## config.mk

```make
export PLATFORM = sky130hd
export DESIGN_NAME = astx_exec
export DESIGN_NICKNAME = d
export VERILOG_FILES = /design/src/include/astx_pkg.sv /design/src/design/astx_exec.sv /design/src/design/astx_flag_unit.sv
export SDC_FILE = /design/constraint.sdc
export NUM_CORES = 1
export LEC_CHECK = 0
export BUFFER_PORTS_ARGS = -buffer_cell sky130_fd_sc_hd__buf_2
export CAP_MARGIN = 5
export CORE_MARGIN = 5
export CORE_UTILIZATION = 38
export DETAILED_ROUTE_END_ITERATION = 8
export PLACE_DENSITY = 0.67
export SYNTH_ARGS = -nofsm -noshare
export SYNTH_HDL_FRONTEND = slang
export SYNTH_SLANG_ARGS = --single-unit
```

## constraint.sdc

```tcl
create_clock -name core_clk -period 7.8 [get_ports core_clk]
set_clock_uncertainty 0.2 [all_clocks]
set_input_delay 1.56 -clock core_clk [delete_from_list [all_inputs] [get_ports core_clk]]
set_output_delay 1.56 -clock core_clk [all_outputs]
set_load 0.03 [all_outputs]
```

## src/include/astx_pkg.sv

```systemverilog
package astx_pkg;

  // ----------------------------------------------------------------
  // operation codes presented by the decode stage
  // ----------------------------------------------------------------
  typedef enum logic [3:0] {
    OP_NONE,
    OP_MINUS_TO_MEMORY,
    OP_MINUS_IMMEDIATE,
    OP_NIBBLE_EXCHANGE,
    OP_NIBBLE_EXCHANGE_TO_WORKING,
    OP_SKIP_ON_NULL,
    OP_NULL_TEST_COPY_SKIP,
    OP_BIT_TEST_SKIP,
    OP_TABLE_READ_POINTER_PAGE,
    OP_TABLE_READ_CURRENT_PAGE,
    OP_TABLE_READ_LAST_PAGE,
    OP_EXCLUSIVE_OR_FROM_MEMORY,
    OP_EXCLUSIVE_OR_TO_MEMORY,
    OP_EXCLUSIVE_OR_IMMEDIATE
  } astx_op_type;

  // ----------------------------------------------------------------
  // widths and reset values
  // ----------------------------------------------------------------
  localparam int DATA_W = 8;
  localparam int PROG_ADDR_W = 12;
  localparam int PROG_WORD_W = 16;
  localparam int PAGE_SEL_W = PROG_ADDR_W - DATA_W;
  localparam logic [DATA_W-1:0] WORKING_RESET = 8'h00;
  localparam logic [DATA_W-1:0] LATCH_RESET = 8'h00;
  localparam logic [PAGE_SEL_W-1:0] LAST_PAGE = 4'hf;

  // ----------------------------------------------------------------
  // execution states
  // ----------------------------------------------------------------
  typedef enum logic [1:0] {
    ST_RUN,
    ST_SKIP_DUMMY,
    ST_TABLE_WAIT
  } astx_state_type;

endpackage
```

## src/design/astx_exec.sv

```systemverilog
// Overview of operation
// [RULE1] minus-to-memory writes working minus memory back, updates four flags
// [RULE2] borrow-out is 0 on negative result, 1 on positive or zero
// [RULE3] immediate subtract into working register, updates four flags
// [RULE4] nibble exchange swaps memory byte halves in place, flags kept
// [RULE5] nibble exchange to working writes swapped byte, memory unchanged
// [RULE6] skip next instruction when memory byte is zero, flags kept
// [RULE7] every taken skip costs two cycles via a dummy instruction
// [RULE8] copy memory byte to working, skip when zero, flags kept
// [RULE9] skip next instruction when selected memory bit is zero
// [RULE10] pointer-page table read: word low to memory, high to latch
// [RULE11] current-page table read uses current page and low pointer
// [RULE12] last-page table read uses last page and low pointer
// [RULE13] xor memory into working register, only null flag changes
// [RULE14] xor written back to memory, only null flag changes
// [RULE15] xor immediate into working register, only null flag changes
// [RULE16] null flag set when whole written result is zero
module astx_exec #(
  parameter int DATA_W = astx_pkg::DATA_W,
  parameter int PROG_ADDR_W = astx_pkg::PROG_ADDR_W
) (
  input wire logic core_clk,
  input wire logic resetn,
  input wire logic opValid,
  input wire astx_pkg::astx_op_type opCode,
  input wire logic [DATA_W-1:0] immediate,
  input wire logic [2:0] bitSelect,
  input wire logic [DATA_W-1:0] memReadData,
  input wire logic [PROG_ADDR_W-DATA_W-1:0] currentPage,
  input wire logic [DATA_W-1:0] table_pointer_low,
  input wire logic [PROG_ADDR_W-DATA_W-1:0] table_pointer_high,
  input wire logic [astx_pkg::PROG_WORD_W-1:0] progReadData,
  input wire logic carryIn,
  input wire logic nullIn,
  input wire logic halfIn,
  input wire logic rangeIn,
  output logic opReady,
  output logic memWriteEn,
  output logic [DATA_W-1:0] memWriteData,
  output logic progReadEn,
  output logic [PROG_ADDR_W-1:0] progReadAddr,
  output logic skipNext,
  output logic dummyInsert,
  output logic [DATA_W-1:0] working_register,
  output logic [DATA_W-1:0] table_high_byte_latch,
  output logic borrow_out_flag,
  output logic null_result_flag,
  output logic half_borrow_flag,
  output logic signed_range_flag
);

  initial begin
    if (DATA_W != astx_pkg::DATA_W ||
        PROG_ADDR_W != astx_pkg::PROG_ADDR_W) begin
      $error("unsupported widths");
    end
  end

  typedef struct packed {
    astx_pkg::astx_state_type state;
    logic [DATA_W-1:0] work;
    logic [DATA_W-1:0] latch;
    logic memWe;
    logic [DATA_W-1:0] memWd;
    logic progRe;
    logic [PROG_ADDR_W-1:0] progAddr;
    logic skip;
    logic dummy;
    logic carry;
    logic zero;
    logic half;
    logic range;
  } astx_st_type;

  astx_st_type state_r;
  astx_st_type state_nxt;

  logic [DATA_W-1:0] diff;
  logic [DATA_W-1:0] subRhs;
  logic subRange;
  logic subHalf;
  logic subBorrow;

  function automatic logic isNull(input logic [DATA_W-1:0] value);
    isNull = (value == '0);
  endfunction

  function automatic logic [DATA_W-1:0] swapNib(
    input logic [DATA_W-1:0] value
  );
    swapNib = {value[3:0], value[7:4]};
  endfunction

  assign subRhs = (opCode == astx_pkg::OP_MINUS_IMMEDIATE) ?
                  immediate : memReadData;

  astx_flag_unit #(
    .WIDTH(DATA_W)
  ) u_flag (
    .minuend(state_r.work),
    .subtrahend(subRhs),
    .difference(diff),
    .signedRange(subRange),
    .halfBorrow(subHalf),
    .borrowOut(subBorrow)
  );

  // ----------------------------------------------------------------
  // next state
  // ----------------------------------------------------------------
  always_comb begin
    state_nxt = state_r;
    state_nxt.memWe = 1'b0;
    state_nxt.progRe = 1'b0;
    state_nxt.skip = 1'b0;
    state_nxt.dummy = 1'b0;
    // flags follow the core's status until an operation changes them
    state_nxt.carry = carryIn;
    state_nxt.zero = nullIn;
    state_nxt.half = halfIn;
    state_nxt.range = rangeIn;
    case (state_r.state)
      astx_pkg::ST_RUN: begin
        if (opValid) begin
          case (opCode)
            // [RULE1] subtract into memory
            astx_pkg::OP_MINUS_TO_MEMORY: begin
              state_nxt.memWe = 1'b1;
              state_nxt.memWd = diff;
              state_nxt.carry = subBorrow;
              state_nxt.half = subHalf;
              state_nxt.range = subRange;
              state_nxt.zero = isNull(diff);
            end
            // [RULE3] subtract immediate
            astx_pkg::OP_MINUS_IMMEDIATE: begin
              state_nxt.work = diff;
              state_nxt.carry = subBorrow;
              state_nxt.half = subHalf;
              state_nxt.range = subRange;
              state_nxt.zero = isNull(diff);
            end
            // [RULE4] swap in place
            astx_pkg::OP_NIBBLE_EXCHANGE: begin
              state_nxt.memWe = 1'b1;
              state_nxt.memWd = swapNib(memReadData);
            end
            // [RULE5] swap to working
            astx_pkg::OP_NIBBLE_EXCHANGE_TO_WORKING: begin
              state_nxt.work = swapNib(memReadData);
            end
            // [RULE6] [RULE7] zero skip
            astx_pkg::OP_SKIP_ON_NULL: begin
              if (isNull(memReadData)) begin
                state_nxt.skip = 1'b1;
                state_nxt.state = astx_pkg::ST_SKIP_DUMMY;
              end
            end
            // [RULE8] copy then skip
            astx_pkg::OP_NULL_TEST_COPY_SKIP: begin
              state_nxt.work = memReadData;
              if (isNull(memReadData)) begin
                state_nxt.skip = 1'b1;
                state_nxt.state = astx_pkg::ST_SKIP_DUMMY;
              end
            end
            // [RULE9] bit test skip
            astx_pkg::OP_BIT_TEST_SKIP: begin
              if (!memReadData[bitSelect]) begin
                state_nxt.skip = 1'b1;
                state_nxt.state = astx_pkg::ST_SKIP_DUMMY;
              end
            end
            // [RULE10] pointer page address
            astx_pkg::OP_TABLE_READ_POINTER_PAGE: begin
              state_nxt.progRe = 1'b1;
              state_nxt.progAddr = {table_pointer_high, table_pointer_low};
              state_nxt.state = astx_pkg::ST_TABLE_WAIT;
            end
            // [RULE11] current page address
            astx_pkg::OP_TABLE_READ_CURRENT_PAGE: begin
              state_nxt.progRe = 1'b1;
              state_nxt.progAddr = {currentPage, table_pointer_low};
              state_nxt.state = astx_pkg::ST_TABLE_WAIT;
            end
            // [RULE12] last page address
            astx_pkg::OP_TABLE_READ_LAST_PAGE: begin
              state_nxt.progRe = 1'b1;
              state_nxt.progAddr = {astx_pkg::LAST_PAGE, table_pointer_low};
              state_nxt.state = astx_pkg::ST_TABLE_WAIT;
            end
            // [RULE13] [RULE16] xor to working
            astx_pkg::OP_EXCLUSIVE_OR_FROM_MEMORY: begin
              state_nxt.work = state_r.work ^ memReadData;
              state_nxt.zero = isNull(state_r.work ^ memReadData);
            end
            // [RULE14] [RULE16] xor to memory
            astx_pkg::OP_EXCLUSIVE_OR_TO_MEMORY: begin
              state_nxt.memWe = 1'b1;
              state_nxt.memWd = state_r.work ^ memReadData;
              state_nxt.zero = isNull(state_r.work ^ memReadData);
            end
            // [RULE15] [RULE16] xor immediate
            astx_pkg::OP_EXCLUSIVE_OR_IMMEDIATE: begin
              state_nxt.work = state_r.work ^ immediate;
              state_nxt.zero = isNull(state_r.work ^ immediate);
            end
            default: begin
            end
          endcase
        end
      end
      // [RULE7] dummy cycle replaces fetched instruction
      astx_pkg::ST_SKIP_DUMMY: begin
        state_nxt.dummy = 1'b1;
        state_nxt.state = astx_pkg::ST_RUN;
      end
      // [RULE10] low byte to memory, high byte to latch
      astx_pkg::ST_TABLE_WAIT: begin
        state_nxt.memWe = 1'b1;
        state_nxt.memWd = progReadData[DATA_W-1:0];
        state_nxt.latch = progReadData[2*DATA_W-1:DATA_W];
        state_nxt.state = astx_pkg::ST_RUN;
      end
      default: begin
        state_nxt.state = astx_pkg::ST_RUN;
      end
    endcase
  end

  // ----------------------------------------------------------------
  // state register
  // ----------------------------------------------------------------
  always_ff @(posedge core_clk or negedge resetn) begin
    if (!resetn) begin
      state_r <= '{
        state: astx_pkg::ST_RUN,
        work: astx_pkg::WORKING_RESET,
        latch: astx_pkg::LATCH_RESET,
        default: '0
      };
    end else begin
      state_r <= state_nxt;
    end
  end

  // ----------------------------------------------------------------
  // outputs
  // ----------------------------------------------------------------
  assign opReady = (state_r.state == astx_pkg::ST_RUN);
  assign memWriteEn = state_r.memWe;
  assign memWriteData = state_r.memWd;
  assign progReadEn = state_r.progRe;
  assign progReadAddr = state_r.progAddr;
  assign skipNext = state_r.skip;
  assign dummyInsert = state_r.dummy;
  assign working_register = state_r.work;
  assign table_high_byte_latch = state_r.latch;
  assign borrow_out_flag = state_r.carry;
  assign null_result_flag = state_r.zero;
  assign half_borrow_flag = state_r.half;
  assign signed_range_flag = state_r.range;

endmodule

```

## src/design/astx_flag_unit.sv

```systemverilog
module astx_flag_unit #(
  parameter int WIDTH = astx_pkg::DATA_W
) (
  input wire logic [WIDTH-1:0] minuend,
  input wire logic [WIDTH-1:0] subtrahend,
  output logic [WIDTH-1:0] difference,
  output logic signedRange,
  output logic halfBorrow,
  output logic borrowOut
);

  initial begin
    if (WIDTH < 8) begin
      $error("width below 8 not served");
    end
  end

  logic [WIDTH:0] fullDiff;
  logic [4:0] lowDiff;

  // ----------------------------------------------------------------
  // subtraction and its flags
  // ----------------------------------------------------------------
  always_comb begin
    fullDiff = {1'b0, minuend} - {1'b0, subtrahend};
    lowDiff = {1'b0, minuend[3:0]} - {1'b0, subtrahend[3:0]};
    difference = fullDiff[WIDTH-1:0];
    // [RULE2] borrow-out polarity
    borrowOut = ~fullDiff[WIDTH];
    halfBorrow = ~lowDiff[4];
    signedRange = (minuend[WIDTH-1] ^ subtrahend[WIDTH-1])
                & (minuend[WIDTH-1] ^ fullDiff[WIDTH-1]);
  end

endmodule

```

==> Flow_metrics.wiki, run 1 <==
{| class="wikitable"
! Metric !! Value
|-
| Run status || complete, no violations
|-
| Post-route minimum period || 4.742 ns
|-
| DRT antenna net count || 0
|-
| Critical path arrival || between 4 and 5 ns
|-
| Net total in the final layout || 521
|-
| Met2 Resource Use GR || 25.83%
|-
| Fraction of the cycle the final worst path needs || 60.79%
|-
| Sequential cell area fraction in the yosys report || 33.38%
|-
| Register clock-pin slew on the reported worst setup and hold paths || 0.10 ns
|-
| Via count || 3102
|-
| GR Layer Usage met1 || 23.34%
|-
| Highest ir drop seen on vdd || ~0.00013 V
|-
| Post-Synthesis Net Count || 470
|-
| Sinks on the clock net || 46
|-
| Worst setup timing slack at the placement stage || 2.764 ns
|-
| Layout cells sized above 1 || 29.33%
|-
| Power density over the cells || 281.3 nW/um^2
|-
| Inst Count DP || 550
|-
| Vias in the first global route || 2942
|-
| Prevailing post-synth register cell || dfrtp_1
|-
| TritonCTS clock tree || built
|-
| I/O pin cnt || 107
|-
| Via count normalized by instance count || 5.559
|-
| Row count || 34
|-
| Warnings from Yosys || 0
|-
| RSZ-0062 raised after global routing || no
|-
| Lkg Pwr || 0.001831 uW
|-
| Setup bufs post-CTS || 0
|-
| Setup Crit Path Kind || input port to register
|-
| Synthesis-to-layout area growth || 11.36%
|-
| Die width || about 110 microns
|-
| Iteration-0 DRC Markers || 255
|-
| MaxCap Viol Count || 0
|-
| Count of hold buffers inserted by post-cts repair || 0
|-
| Type of the most critical hold path || register to register
|-
| Total die area || 11080 sq um
|-
| Setup Total Neg Slack || 0 ns
|-
| Hold violation total from the final report || 0
|-
| Clk buf depth || 2
|-
| Post-DP HPWL || ~7400 microns
|-
| GR Util All Layers || 16.76%
|-
| Number of filler instances in the final layout || 887
|-
| Leading cell types in the layout, fill and taps excluded || buf_2, nand2_1, dfrtp_1
|-
| Largest net degree at the start of global routing || 47
|-
| Layer with the highest usage || met2
|-
| DRC Markers || 0
|-
| Number of antenna violations at the first check in global routing || 0
|-
| Aggregate global routing overflow || 0
|-
| Startpoint Class || input port
|-
| Setup violation total in the final timing report || 0
|-
| Final antenna diode count || 0
|-
| Transition time at the pin with the least slew margin || 1.010 ns
|-
| Number of cells in the finished layout apart from fillers || 558
|-
| Clock buffers created by TritonCTS || 5
|-
| CTS root buf || clkbuf_8
|-
| Worst-path maximum fanout || 19
|-
| Min setup slack post-route || 3.058 ns
|-
| First-pass iteration count of the detailed router || 5
|-
| Global-route wire length before repair || 15270 microns
|-
| Level count of the clock H-tree || 2
|-
| Global routing met3 resource utilization || 4.645%
|-
| Seq cells post-synth || 46
|-
| Required time of the critical path || 7.83 ns
|-
| Weighted congestion reported at the end of routability-driven placement || 0.8818
|-
| Setup crit end kind || register
|-
| Die span in y || between 100 and 150 microns
|-
| Input/output buffers || about 110
|-
| Headroom to the max-slew limit || 32.17%
|-
| Gate count of the mapped netlist || between 300 and 400
|-
| Core occupancy in the finished layout || 43.82%
|-
| Number of enable-type register cells in the synthesized netlist || 0
|-
| Synth unique cells || 56
|-
| Async set-reset flop share out of synthesis || 100.0%
|-
| Initial core utilization || 39.35%
|-
| Overall routed net length || slightly below 10000 microns
|-
| Maximum clock rate || ~210 MHz
|-
| Syn Std Cell Area || 3448 sq um
|-
| Number of gates given a new drive strength after cts || 0
|-
| Core Region || 8763 sq um
|-
| Syn_area_per_cell || around 8.7 sq um
|-
| Skew-Pair Late Insertion Delay || 0.31 ns
|-
| Number of cells traversed by the worst register-to-register path || 9
|-
| Most frequent standard cell in the layout excluding fill and tap cells || buf_2
|-
| Final-report max-slew violation count || 0
|-
| Average wire length per cell after detail routing || 17.21 microns
|-
| Worst hold path stage count || 1
|}
[power by group]
group          internal (uW)  switching (uW)  leakage, uW
registers                292            68.2     0.000577
clock network           95.8            89.0    0.0000514
logic                    192             343      0.00120
total                    579             501      0.00183
[Yosys cell counts (8+ instances only)]
cell,count,area share (%)
a21oi_1,21,3.0
a221oi_1,8,2.0
buf_4,38,8.3
clkbuf_1,17,1.9
dfrtp_1,46,33
ha_1,9,3.3
mux2_2,11,3.6
mux2i_1,9,2.6
nand2_1,48,5.2
nor2_1,32,3.5
nor3b_1,8,1.7
o21ai_0,27,3.9
xor2_1,18,4.6
[layer usage]
metal	up-vias	share of wire, %
met1	1444	45
met3	15	9.4
met5	-	0
met2	160	44
li1	1483	-
met4	0	1.4
[metrics by stage]
| stage | cell area [sq um] | power (uW) | hold slack (ns) |
|---|---|---|---|
| finish | 3840 | 1080 | 0.2688 |
| global route | 3840 | 1147 | 0.3036 |
| CTS | 3840 | 1080 | 0.2667 |
| detailed placement | 3730 | 894.8 | 0.2523 |
| global placement | 3730 | 885.8 | 0.2528 |
| floorplan | 3448 | 808.4 | 0.2394 |
[registers in the layout, summed over array words and instances (netlist names), 2 cells and up]
register and flops:
progReadAddr 12, working_register 8, memWriteData 8, state_r 2, table_high_byte_latch 8
[area by class of cell]
| type | instances | area (sq um) | area share (%) |
|---|---|---|---|
| clock buffer | 6 | 72.57 | 1.890 |
| clock inverter | 2 | 37.54 | 0.9775 |
| inverter | 8 | 30.03 | 0.7820 |
| multi-input combinational | 280 | 1868 | 48.65 |
| sequential | 46 | 1151 | 29.98 |
| tap | 108 | 135.1 | 3.519 |
| timing repair buffer | 108 | 545.5 | 14.21 |
[path summary, 6_finish.rpt]
kind                                                 start                              end  slack, ns
hold reg to reg                    state_r[45]$_DFFE_PN0P_            dummyInsert$_DFF_PN0_       0.27
max in group asynchronous                           resetn      memWriteData[4]$_DFFE_PN0P_       5.83
setup reg to reg           working_register[0]$_DFFE_PN0P_  working_register[6]$_DFFE_PN0P_       5.01
min in group asynchronous                           resetn       null_result_flag$_DFF_PN0_       1.15
hold / removal                     state_r[45]$_DFFE_PN0P_            dummyInsert$_DFF_PN0_       0.27
setup / recovery                                 opCode[1]  working_register[6]$_DFFE_PN0P_       3.06
[critical path: stages]
cell	delay [ns]
buf_2	0.27
nand2b_1	0.19
nor3_4	0.49
mux2_2	0.42
ha_1	0.19
fa_1	0.39
nand2b_1	0.19
a21oi_1	0.21
or4_1	0.14
o311ai_0	0.26
o211a_1	0.31
o21ai_0	0.14
[logic make-up after synthesis]
| logic type | after synthesis | synth area share, % |
|---|---|---|
| buffers and inverters | 72 | 12.45 |
| adders and majority gates | 10 | 3.846 |
| AOI/OAI and AO/OA | 99 | 19.30 |
| and+or+nand+nor | 126 | 17.67 |
| muxes | 22 | 7.511 |
| DFF | 46 | 33.38 |
| xor gates and xnor gates | 23 | 5.842 |
Power figures use the tool's default switching activity.
==> inputs of run 2 (changes only) <==
- ABC_AREA: default -> 1
- clock period: 7.8 -> 4.7 ns (I/O delays scaled with it)
==> run 2 against run 1 <==
Non-clock buffer count is 2 lower. Power is 66% higher. Flip-flop and latch count stayed put. Count of clock-buffer cells in the layout is 1 lower. Global-route usage is 1.7 points higher. Sequential share of layout area is 0.26 points lower. Cell count is 21% higher. Via count is 8.4% higher. Die area is 0.79% lower. Core utilization is 0.39 points higher. Clock power is 42% higher. Critical path depth is 5 higher. Critical endpoint unchanged.
==> Flow_metrics.wiki, run 2 <==
{| class="wikitable"
! Metric !! Value
|-
| Syn_area_per_cell || 6.878 sq um
|-
| Endpoint of the worst-slack reg-to-reg timing path || progReadAddr[9]$_DFFE_PN0P_
|-
| Post-route minimum period || 3.644 ns
|-
| Type of the most critical hold path || register to register
|-
| CP max-delay cell || nand2_1
|-
| Die width || about 100 microns
|-
| Seq cells post-synth || 46
|-
| Count of hold buffers inserted by post-cts repair || 0
|-
| Initial core utilization || 39.01%
|-
| MaxCap Viol Count || 0
|-
| Skew-Pair Late Insertion Delay || 0.31 ns
|-
| Number of gates given a new drive strength after cts || 0
|-
| Iteration-0 DRC Markers || roughly 150
|-
| DRC Markers || 0
|-
| Power Total || 1791 uW
|-
| Inst Count DP || 668
|-
| Power density over the cells || 462.3 nW/um^2
|-
| Input/output buffers || 106
|-
| Synthesis-to-layout area growth || 13.32%
|-
| Sinks on the clock net || 46
|-
| Clock share of power || 14.7%
|-
| Hold violation total from the final report || 0
|-
| Leading post-synthesis cells by instance count || nand2_1, inv_1, dfrtp_1
|-
| GR Util All Layers || a little under a fifth
|-
| Number of logic stages on the critical path including buffering || 17
|-
| Reg-to-reg slack, setup || roughly 2.2 ns
|-
| Number of cells in the finished layout apart from fillers || 676
|-
| Prevailing post-synth register cell || dfrtp_1
|-
| Portion of total power attributed to combinational logic || 52.9%
|-
| Setup crit end kind || register
|-
| Fraction of the cycle the final worst path needs || 77.53%
|-
| TritonCTS clock tree || built
|-
| Weighted congestion reported at the end of routability-driven placement || ~0.9
|-
| Total die area || between 10000 and 15000 sq um
|-
| Worst hold path stage count || 1
|-
| Post-Synthesis Net Count || 569
|-
| Required time of the critical path || 4.71 ns
|-
| Clock buffers created by TritonCTS || 5
|-
| Tightest hold margin || 0.2666 ns
|-
| Via count || 3362
|-
| Register clock-pin slew on the reported worst setup and hold paths || 0.11 ns
|-
| Core Region || 8763 sq um
|-
| Most common cell in the synthesized netlist || nand2_1
|-
| Critical path arrival || 3.65 ns
|-
| Run status || complete, no violations
|-
| Setup bufs post-CTS || 0
|-
| First-pass iteration count of the detailed router || 5
|-
| I/O pin cnt || 107
|-
| Flip-flop count of the largest register, all copies and words added || 12
|-
| Overall routed net length || slightly above 10000 microns
|-
| Cell type group with the largest total delay on the critical path || simple AND/OR/NAND/NOR gates
|-
| Via count normalized by instance count || 4.973
|-
| Critical-path cell list || buf_2 -> nor2_1 -> nand2_1 -> inv_1 -> o21ai_0 -> ha_1 -> fa_1 -> inv_1 -> nand3_1 -> nand2_1 -> nand2_1 -> nand2_1 -> nand2_1 -> nand2_1 -> nor2_1 -> o21ai_0 -> nand2_1
|-
| Post-DP HPWL || roughly 8200 microns
|-
| Internal power consumption || 897.7 uW
|-
| Worst-path maximum fanout || 13
|-
| Crit path buffers/inverters || 3
|-
| Reported net switching power || 892.9 uW
|-
| DRT antenna net count || 0
|-
| Transition time at the pin with the least slew margin || 1.046 ns
|-
| CTS root buf || clkbuf_8
|-
| Clk buf depth || 2
|-
| Largest net degree at the start of global routing || between 40 and 50
|-
| Delay contributed by the slowest stage of the critical path || 0.38 ns
|-
| Level count of the clock H-tree || 2
|-
| Library cell occupying the most area in the post-synthesis netlist || dfrtp_1
|-
| Most frequent standard cell in the layout excluding fill and tap cells || nand2_1
|-
| Proportion of netlist area held by the largest area contributor || 33.67%
|-
| Maximum clock rate || 274.4 MHz
|-
| Average wire length per cell after detail routing || roughly 15 microns
|-
| Highest ir drop seen on vdd || 0.0002233 V
|-
| Final-report max-slew violation count || 0
|-
| Headroom to the max-slew limit || 30.27%
|-
| Lkg Pwr || 0.002181 uW
|-
| Most used cell along the critical path || nand2_1
|-
| Worst hold path startpoint || state_r[45]$_DFFE_PN0P_
|-
| Seq pwr share || 32.5%
|-
| Async set-reset flop share out of synthesis || 100.0%
|-
| Number of cells traversed by the worst register-to-register path || 7
|-
| Number of antenna violations at the first check in global routing || 0
|-
| Row count || 34
|-
| Aggregate global routing overflow || 0
|-
| Net total in the final layout || 639
|-
| Final antenna diode count || 0
|-
| RSZ-0062 raised after global routing || no
|-
| Setup Crit Path Kind || input port to register
|-
| Die span in y || 104.8 microns
|-
| Warnings from Yosys || 0
|-
| Startpoint Class || input port
|-
| Global-route wire length before repair || about 17000 microns
|-
| Reg-to-Reg Start || state_r[44]$_DFFE_PN0P_
|-
| Vias in the first global route || 3395
|-
| Fraction of power spent switching nets || about half
|-
| Leading cell types in the layout, fill and taps excluded || nand2_1, buf_2, inv_1
|-
| Sequential cell area fraction in the yosys report || 33.67%
|-
| Synth unique cells || 39
|-
| Gate count of the mapped netlist || 497
|-
| Hold path endpoint || dummyInsert$_DFF_PN0_
|-
| Dominant cells by area after synthesis || dfrtp_1, nand2_1, buf_4
|-
| Setup violation total in the final timing report || 0
|-
| Number of enable-type register cells in the synthesized netlist || 0
|-
| Syn Std Cell Area || 3418 sq um
|-
| Layout cells sized above 1 || 22.71%
|-
| Setup Total Neg Slack || 0 ns
|}
run 2: final cells by class:
cell class / count / area (sq um)
clock inverters: 3 / 23.77
repair buffers: 106 / 530.5
clock buffers: 5 / 68.82
multi-input cells: 357 / 1770
inverters: 51 / 193.9
fillers: 959 / 4890
flip-flops and latches: 46 / 1151
well taps: 108 / 135.1
run 2: logic make-up after synthesis:
kind of cell	after synthesis	synth area share (%)
mux	2	0.5857
buf+inv	94	14.53
fa+ha+maj	10	3.880
xor+xnor	16	4.099
flops	46	33.67
simple gates	258	30.71
compound gates	71	12.52
run 2: worst max-delay path by stage:
stage | from | to | slack (ns)
floorplan | opCode[0] | working_register[6]$_DFFE_PN0P_ | 1.49
global placement | opCode[3] | working_register[6]$_DFFE_PN0P_ | 0.86
detailed placement | opCode[3] | working_register[6]$_DFFE_PN0P_ | 0.75
CTS | opCode[3] | working_register[6]$_DFFE_PN0P_ | 1.09
global route | opCode[3] | working_register[6]$_DFFE_PN0P_ | 0.56
finish | opCode[3] | working_register[6]$_DFFE_PN0P_ | 1.06
run 2: per-layer routing:
metal / share of wire [%] / global-route usage, % / wire length (microns) / up-vias
li1: - / - / - / 1693
met1: 44 / 23.91 / 4492 / 1515
met2: 46 / 31.03 / 4698 / 132
met3: 7.1 / 3.453 / 728 / 22
met4: 2.6 / 5.845 / 263 / 0
met5: 0 / 0 / 0 / -
run 2: per-stage QoR:
| step | util [%] | worst slack, ns | cell area (sq um) |
|---|---|---|---|
| after global placement | 43.15 | 0.8600 | 3781 |
| final | 44.20 | 1.056 | 3874 |
| after CTS | 44.20 | 1.087 | 3874 |
| after detailed placement | 43.15 | 0.7534 | 3781 |
| after floorplan | - | 1.494 | 3418 |
| after global routing | 44.20 | 0.5642 | 3874 |
run 2: power groups by stage:
stage          sequential (uW)  combinational, uW  clock [uW]
2_1_floorplan              571                788           0
3_3_place_gp               587                934           0
3_5_place_dp               591                943           0
4_1_cts                    583                946         271
5_1_grt                    598               1050         283
6_report                   582                946         263
